**src/pkg/bms_params.svh**
```systemverilog
`ifndef BMS_PARAMS_SVH
`define BMS_PARAMS_SVH
// Bus pin levels
`define BMS_ON_N 1'b0
`define BMS_OFF_N 1'b1
`define BMS_DIR_READ 1'b1
`define BMS_DIR_WRITE 1'b0
// Bus width strap level that selects the sixteen-bit bus
`define BMS_MODE_WIDE 1'b1
// Byte lane fields
`define BMS_LANE_HI 15:8
`define BMS_LANE_LO 7:0
`define BMS_A0 0
`define BMS_ZERO_BYTE 8'h00
`endif

```
**src/pkg/bms_pkg.sv**
```systemverilog
package bms_pkg;
  localparam int BMS_AW = 24;
  localparam int BMS_DW = 16;

  typedef struct packed {
    logic rmw;
    logic wordOp;
    logic [2:0] fc;
    logic [BMS_AW-1:0] addr;
  } bms_req_t;

  typedef struct packed {
    logic [BMS_DW-1:0] data;
    logic fault;
    logic slow;
  } bms_rsp_t;

  typedef struct packed {
    logic upper;
    logic lower;
    logic single8;
  } bms_lane_t;

  typedef struct packed {
    logic ack;
    logic fault;
    logic slow;
    logic any;
  } bms_term_t;

  typedef enum logic [4:0] {
    ST_IDLE, ST_S0, ST_S1, ST_S2, ST_S3, ST_S4, ST_S5, ST_S6, ST_S7,
    ST_S8, ST_S9, ST_S10, ST_S11, ST_S12, ST_S13, ST_S14, ST_S15,
    ST_S16, ST_S17, ST_S18, ST_S19, ST_WAIT, ST_FS8, ST_FS9
  } bms_state_t;
endpackage

```
**src/hw/bms_lane_sel.sv**
```systemverilog
`timescale 1ns/1ps
`include "bms_params.svh"
module bms_lane_sel
  import bms_pkg::*;
(
  input wire logic wide16,
  input wire logic wordOp,
  input wire logic addrLsb,
  output bms_lane_t lane
);
  wire logic byteUpper;
  wire logic byteLower;
  // Byte lane from internal A0: zero picks upper, one picks lower
  assign byteUpper = !wordOp && (addrLsb == 1'b0);
  assign byteLower = !wordOp && (addrLsb == 1'b1);
  // Words use both lanes at once; narrow bus keeps upper negated
  assign lane.upper = wide16 && (wordOp || byteUpper);
  assign lane.lower = wide16 && (wordOp || byteLower);
  assign lane.single8 = !wide16;
endmodule

```
**src/hw/bms_term_detect.sv**
```systemverilog
`timescale 1ns/1ps
`include "bms_params.svh"
module bms_term_detect
  import bms_pkg::*;
(
  input wire logic transferAckN,
  input wire logic busFaultInN,
  input wire logic slowPeriphReqN,
  output bms_term_t term
);
  wire logic ackSeen;
  wire logic faultSeen;
  wire logic slowSeen;
  assign ackSeen = (transferAckN == `BMS_ON_N);
  assign faultSeen = (busFaultInN == `BMS_ON_N);
  assign slowSeen = (slowPeriphReqN == `BMS_ON_N);
  // Acknowledge wins; fault counts only in its absence; slow request last
  assign term.ack = ackSeen;
  assign term.fault = faultSeen && !ackSeen;
  assign term.slow = slowSeen && !ackSeen && !faultSeen;
  assign term.any = ackSeen || faultSeen || slowSeen;
endmodule

```
**src/hw/bms_cycle_seq.sv**
```systemverilog
`timescale 1ns/1ps
`include "bms_params.svh"
// Behaviour
// - Address strobe held across whole read-modify-write
// - Read-modify-write is byte only, same address
// - S0 codes and read direction, S1 address
// - S2 strobes asserted, S3 nothing changes
// - Wait whole clocks until acknowledge or fault
// - Slow request at S4/S16 diverts the cycle
// - Capture data entering S7, drop data strobe
// - S8 to S11 bus held while byte modified
// - Write portion S12 keeps codes, address, strobe
// - S14 direction low, S15 drive data
// - S16 write strobe, wait, S17-S18 quiet
// - S19 negate strobes, then float and read
// - Mode high at reset selects wide bus
// - Wide bus addresses from A1, sixteen data bits
// - Wide-bus word reads assert both lane strobes together
// - Byte lane chosen by internal A0
// - Basic read spans S0 to S7
// - S7 capture, negate strobes, float address
// - Sample termination from S4, data at S6
// - Fault without acknowledge ends at S9
// - Mode low at reset: narrow bus, upper off
module bms_cycle_seq
  import bms_pkg::*;
#(
  parameter int AW = BMS_AW,
  parameter int DW = BMS_DW
) (
  input wire logic clk,
  input wire logic rstn,
  input wire logic modeIn,
  input wire logic reqValid,
  output logic reqReady,
  input bms_req_t reqIn,
  output logic rspValid,
  output bms_rsp_t rsp,
  output logic [7:0] aluReadByte,
  output logic aluActive,
  input wire logic [7:0] aluByte,
  output logic busLock,
  output logic wide16,
  output logic [2:0] cycleSpaceCode,
  output logic cycleSpaceOe,
  output logic [AW-1:0] addrOut,
  output logic addrOe,
  output logic [DW-1:0] dataOut,
  output logic dataOe,
  input wire logic [DW-1:0] dataIn,
  output logic addressStrobeN,
  output logic upperByteStrobeN,
  output logic lowerByteStrobeN,
  output logic byteDataStrobeN,
  output logic transferDirection,
  input wire logic transferAckN,
  input wire logic busFaultInN,
  input wire logic slowPeriphReqN
);
  bms_state_t state_q, state_d;
  bms_req_t req_q;
  logic wide16_q;
  logic writePart_q;
  logic fault_q, fault_d;
  logic [DW-1:0] rdData_q;
  logic [7:0] modByte_q;
  logic rspValid_q, slow_q;
  logic as_q, uds_q, lds_q, ds_q, rw_q, addrOe_q, dataOe_q, fcOe_q;

  wire logic start;
  wire bms_req_t reqD;
  wire bms_lane_t lane;
  wire bms_term_t term;
  wire logic inTermState;
  wire logic writePartD;
  wire logic rmwD;
  wire logic rdStrobe, wrStrobe, strobeOn;
  wire logic asOn, rwWrite, addrOn, dataOn;
  wire logic ending;
  wire logic [DW-1:0] capData;

  assign start = reqValid && (state_q == ST_IDLE);
  assign reqReady = (state_q == ST_IDLE);
  // Read-modify-write forces a single byte
  assign reqD = start ? bms_req_t'{rmw: reqIn.rmw, wordOp: reqIn.wordOp && !reqIn.rmw,
                          fc: reqIn.fc, addr: reqIn.addr} : req_q;
  assign rmwD = reqD.rmw;

  bms_lane_sel u_lane (
    .wide16(wide16_q),
    .wordOp(reqD.wordOp),
    .addrLsb(reqD.addr[`BMS_A0]),
    .lane(lane)
  );

  bms_term_detect u_term (
    .transferAckN(transferAckN),
    .busFaultInN(busFaultInN),
    .slowPeriphReqN(slowPeriphReqN),
    .term(term)
  );

  // Bus width strap caught while reset is held
  always_ff @(posedge clk) begin
    if (!rstn) begin
      wide16_q <= (modeIn == `BMS_MODE_WIDE);
    end
  end

  assign inTermState = (state_q == ST_S4) || (state_q == ST_S16);

  // Sequencer: one clk per bus state; a wait is two clks (one whole bus clock)
  always_comb begin
    state_d = state_q;
    case (state_q)
      ST_IDLE: if (start) state_d = ST_S0;
      ST_S0: state_d = ST_S1;
      ST_S1: state_d = ST_S2;
      ST_S2: state_d = ST_S3;
      ST_S3: state_d = ST_S4;
      ST_S4, ST_S16: begin
        if (term.slow) begin
          state_d = ST_IDLE;
        end else if (term.ack || term.fault) begin
          state_d = (state_q == ST_S4) ? ST_S5 : ST_S17;
        end else begin
          state_d = ST_WAIT;
        end
      end
      ST_WAIT: state_d = writePart_q ? ST_S16 : ST_S4;
      ST_S5: state_d = ST_S6;
      ST_S6: state_d = ST_S7;
      ST_S7: begin
        if (fault_q) begin
          state_d = ST_FS8;
        end else if (req_q.rmw) begin
          state_d = ST_S8;
        end else begin
          state_d = ST_IDLE;
        end
      end
      ST_S8: state_d = ST_S9;
      ST_S9: state_d = ST_S10;
      ST_S10: state_d = ST_S11;
      ST_S11: state_d = ST_S12;
      ST_S12: state_d = ST_S13;
      ST_S13: state_d = ST_S14;
      ST_S14: state_d = ST_S15;
      ST_S15: state_d = ST_S16;
      ST_S17: state_d = fault_q ? ST_FS8 : ST_S18;
      ST_S18: state_d = ST_S19;
      ST_S19: state_d = ST_IDLE;
      ST_FS8: state_d = ST_FS9;
      ST_FS9: state_d = ST_IDLE;
      default: state_d = ST_IDLE;
    endcase
  end

  assign fault_d = (state_q == ST_IDLE) ? 1'b0 : (fault_q || (inTermState && term.fault));
  assign writePartD = (state_d inside {[ST_S12:ST_S19]}) ||
                      ((state_d == ST_WAIT) && writePart_q);

  // Bus pin decode from the next state so the pins change with the state
  assign rdStrobe = (state_d inside {[ST_S2:ST_S6]}) ||
                    ((state_d == ST_WAIT) && !writePartD);
  assign wrStrobe = !fault_d && ((state_d inside {[ST_S16:ST_S18]}) ||
                    ((state_d == ST_WAIT) && writePartD));
  assign strobeOn = rdStrobe || wrStrobe;
  // Strobe stays low through the modify and write; a read fault ends it at S7, a write fault at S17
  assign asOn = (state_d inside {[ST_S2:ST_S6]}) || (state_d == ST_WAIT) ||
                (rmwD && !fault_d && (state_d inside {[ST_S7:ST_S18]}));
  assign rwWrite = rmwD && !fault_d && ((state_d inside {[ST_S14:ST_S19]}) ||
                   ((state_d == ST_WAIT) && writePartD));
  assign addrOn = (state_d inside {[ST_S1:ST_S6]}) || (state_d == ST_WAIT) ||
                  (rmwD && !fault_d && (state_d inside {[ST_S7:ST_S19]}));
  assign dataOn = rmwD && !fault_d && ((state_d inside {[ST_S15:ST_S19]}) ||
                  ((state_d == ST_WAIT) && writePartD));

  always_ff @(posedge clk) begin
    if (!rstn) begin
      as_q <= 1'b0;
      uds_q <= 1'b0;
      lds_q <= 1'b0;
      ds_q <= 1'b0;
      rw_q <= 1'b0;
      addrOe_q <= 1'b0;
      dataOe_q <= 1'b0;
      fcOe_q <= 1'b0;
    end else begin
      as_q <= asOn;
      uds_q <= strobeOn && lane.upper;
      lds_q <= strobeOn && lane.lower;
      ds_q <= strobeOn && lane.single8;
      rw_q <= rwWrite;
      addrOe_q <= addrOn;
      dataOe_q <= dataOn;
      fcOe_q <= (state_d != ST_IDLE);
    end
  end

  // Read data positioned by lane; narrow-bus bytes use the low byte, words take all of dataIn
  assign capData = reqD.wordOp ? dataIn :
                   (lane.upper ? {`BMS_ZERO_BYTE, dataIn[`BMS_LANE_HI]} :
                                 {`BMS_ZERO_BYTE, dataIn[`BMS_LANE_LO]});
  assign ending = (state_d == ST_IDLE) && (state_q != ST_IDLE);

  always_ff @(posedge clk) begin
    if (!rstn) begin
      state_q <= ST_IDLE;
      req_q <= '0;
      writePart_q <= 1'b0;
      fault_q <= 1'b0;
      rdData_q <= '0;
      modByte_q <= '0;
      rspValid_q <= 1'b0;
      slow_q <= 1'b0;
    end else begin
      state_q <= state_d;
      if (start) begin
        req_q <= reqD;
      end
      writePart_q <= writePartD;
      fault_q <= fault_d;
      if (state_q == ST_S6) begin
        rdData_q <= capData;
      end
      if (state_q == ST_S11) begin
        modByte_q <= aluByte;
      end
      rspValid_q <= ending;
      slow_q <= ending && inTermState && term.slow;
    end
  end

  assign rspValid = rspValid_q;
  assign rsp = '{data: rdData_q, fault: fault_q, slow: slow_q};
  assign aluReadByte = rdData_q[`BMS_LANE_LO];
  assign aluActive = (state_q inside {[ST_S8:ST_S11]});
  // Bus held for this master until the sequencer returns to idle
  assign busLock = (state_q != ST_IDLE);
  assign wide16 = wide16_q;
  assign cycleSpaceCode = req_q.fc;
  assign cycleSpaceOe = fcOe_q;
  // Wide bus: bit zero is not a pin and reads zero
  assign addrOut = wide16_q ? {req_q.addr[AW-1:1], 1'b0} : req_q.addr;
  assign addrOe = addrOe_q;
  assign dataOut = {modByte_q, modByte_q};
  assign dataOe = dataOe_q;
  assign addressStrobeN = !as_q;
  assign upperByteStrobeN = !uds_q;
  assign lowerByteStrobeN = !lds_q;
  assign byteDataStrobeN = !ds_q;
  assign transferDirection = !rw_q;
endmodule

```
**config.mk**
```make
export PLATFORM = sky130hd
export DESIGN_NAME = bms_cycle_seq
export DESIGN_NICKNAME = d
export VERILOG_FILES = /design/src/pkg/bms_pkg.sv /design/src/hw/bms_lane_sel.sv /design/src/hw/bms_term_detect.sv /design/src/hw/bms_cycle_seq.sv
export VERILOG_INCLUDE_DIRS = /design/src /design/src/pkg
export SDC_FILE = /design/constraint.sdc
export NUM_CORES = 1
export LEC_CHECK = 0
export ABC_AREA = 1
export BUFFER_PORTS_ARGS = -buffer_cell sky130_fd_sc_hd__buf_2
export CELL_PAD_IN_SITES_DETAIL_PLACEMENT = 1
export CELL_PAD_IN_SITES_GLOBAL_PLACEMENT = 1
export CORE_MARGIN = 3
export CORE_UTILIZATION = 35
export CTS_BUF_LIST = sky130_fd_sc_hd__clkbuf_8
export DETAILED_ROUTE_END_ITERATION = 12
export PLACE_DENSITY_LB_ADDON = 0.1
export SLEW_MARGIN = 20
export SYNTH_ARGS = -nofsm -noshare
export SYNTH_HDL_FRONTEND = slang
export SYNTH_HIERARCHICAL = 1
export SYNTH_SLANG_ARGS = --single-unit
```
**constraint.sdc**
```tcl
create_clock -name clk -period 2.7 [get_ports clk]
set_clock_uncertainty 0.2 [all_clocks]
set_input_delay 0.27 -clock clk [delete_from_list [all_inputs] [get_ports clk]]
set_output_delay 0.27 -clock clk [all_outputs]
set_load 0.02 [all_outputs]
```
==> results by group <==
Power and ir drop
  • NetSw: 0.00108 W
  • Max rail drop VDD: 0.298 mV
  • Power Dens Cells: 670 mW/mm²
  • Sequential share of power: 0.394
  • Sw Share: 0.349
  • Lkg Pwr: 2.35 nW
  • Clock share of power: 0.309
  • Comb pwr share: 0.296
  • Pint: 0.00202 W

Finish
  • Final antenna diode count: 0
  • Post-layout util: 0.469
  • Nets: 681
  • Share of cells above drive strength 1: 0.331
  • Area growth syn-to-layout: 29.5%
  • Finished Layout Cells: 759

Global route
  • Number of global-route vias before repair: 3,665
  • Largest net degree at the start of global routing: 54
  • GRT Total Usage: 0.198
  • First-pass GRT wire length: 18,100 µm
  • Grt total ovfl: 0
  • Initial antenna violation count: 0

Clocking
  • Clock transition at path regs: 0.08 ns
  • CTS H-Tree Depth: 3
  • Clock tree buffer depth: 2
  • Worst-Skew Late Latency: 0.34 ns
  • Total CTS buffers: 9
  • Clk root buf: clkbuf_8
  • Clock sinks: 71
  • CTS tree: yes

Outcome
  • Status: completed

Timing
  • Max-slew headroom: 0.626
  • Final Setup Violations: 0
  • Max Fclk: 0.403 GHz
  • Worst setup margin: 0.221 ns
  • Max Slew Vio Count: 0
  • Crit share post-route: 0.918
  • TNS Setup: 0 ns
  • RSZ-0062 raised after global routing: false
  • Fin crit period: 2.48 ns
  • Measured slew at the worst slew-check pin: 0.560 ns
  • Final hold vios: 0

Yosys
  • Post-Syn Instances: 493
  • Synth Net Count: 553
  • Synth warn: 6
  • Avg Inst Size Synth: 7.24 µm²
  • Cell area after synthesis: 0.00357 mm²

Floorplanning
  • Core ar.: 0.00986 mm²
  • Die width: 107 µm
  • Rows: 36
  • I/O pin total: 142
  • Die Ht: 107 µm
  • Starting Density: 0.362
  • Die Area: 0.0114 mm²

Placement
  • Buffers on Ports: 141
  • Post-DP HPWL: 7960 µm
  • RePlAce Congestion: 0.873
  • Placed cells: 711
  • Place WS: 0.132 ns

Route
  • Antenna viol nets, final: 0
  • Drt pass-1 iters: 4
  • Total wire length: 11,200 µm
  • First-iteration detailed-routing DRC count: 216
  • DRC violations left: 0
  • Wire per inst: 14.7 µm
  • Vias per cell: 4.78
  • DR vias: 3,628

Run
  • MaxCap Viol Count: 0

Critical path
  • WS Path Type: reg2out
  • Worst Path Arrival: 2.01 ns
  • Worst setup SP type: flip-flop
  • CP endpoint kind: output pin
  • Critical Path RT: 2.23 ns
  • CP max FO: 9

Worst hold path
  • Min-delay worst type: in2reg
-- registers in the layout, indices dropped and copies added, names as in the netlist, 3 cells and up --
| signal | flops |
|---|---|
| req_q | 26 |
| rdData_q | 16 |
| modByte_q | 8 |
| state_q | 5 |
| cycleSpaceCode | 3 |
-- worst max-delay path: stages (launching register included) --
cell	delay [ns]
dfxtp_1	0.44
buf_4	0.20
nand2_1	0.09
nor2_2	0.18
inv_1	0.06
nor2_1	0.14
clkinv_1	0.08
buf_4	0.17
a21oi_1	0.13
buf_2	0.18
-- worst paths after layout --
check / from / to / slack, ns / cells after the start
worst max-delay path: state_q[2] / aluActive / 0.22 / 9
worst min-delay path: reqIn[5] / req_q[5] / 0.02 / 3
worst max register to register: state_q[1] / rdData_q[1] / 0.25 / 12
worst min register to register: cycleSpaceCode[1] / cycleSpaceCode[1] / 0.28 / 2
-- final cells by class --
class,count,area (µm²)
Tap cell,133,166
Clock buffer,10,138
Clock inverter,6,85.1
Sequential cell,71,1430
Timing Repair Buffer,183,1100
Fill cell,1308,5240
Inverter,46,175
Multi-Input combinational cell,310,1530
-- power groups by stage --
| stage | registers, W | logic (W) | clock network (W) |
|---|---|---|---|
| 6_report | 0.00122 | 0.000918 | 0.000958 |
| 5_1_grt | 0.00124 | 0.00104 | 0.00103 |
| 4_1_cts | 0.00122 | 0.000926 | 0.000978 |
| 3_5_place_dp | 0.00125 | 0.000884 | 0 |
| 3_3_place_gp | 0.00124 | 0.000867 | 0 |
| 2_1_floorplan | 0.00126 | 0.000675 | 0 |
-- layer usage --
metal / track usage / wire [µm] / part of all wire
met1: 0.251 / 4940 / 0.44
met2: 0.339 / 5400 / 0.48
met3: 0.0361 / 616 / 0.055
met4: 0.0648 / 225 / 0.020
met5: 0 / 0 / 0
-- what timing repair did --
action | 4_1_cts | 5_1_grt
endpoints found under the setup margin | 0 | 9
gates resized for setup | 0 | 2
hold endpoints to repair | 32 | 0
buffers inserted | 0 | 0
hold buffers | 32 | 0
-- metrics by stage --
step	hold WS (ns)	cell area, µm²	power [W]
floorplan	0.169	3570	0.00193
global placement	0.249	4070	0.00210
detailed placement	0.252	4070	0.00213
CTS	0.00445	4610	0.00313
global route	0.0291	4620	0.00330
finish	0.0160	4620	0.00310
-- cell usage in the layout (no fill, tap or decap), drive strengths merged --
cell type	count
a21oi	17
and2	1
buf	151
bufinv	2
clkbuf	10
clkinv	3
clkinvlp	1
dfxtp	70
dlygate4sd3	32
edfxtp	1
inv	46
nand2	69
nand2b	1
nand3	48
nand4	5
nor2	111
nor3	3
nor4	1
o211ai	11
o21ai	42
or2	1
Power figures use the tool's default switching activity.
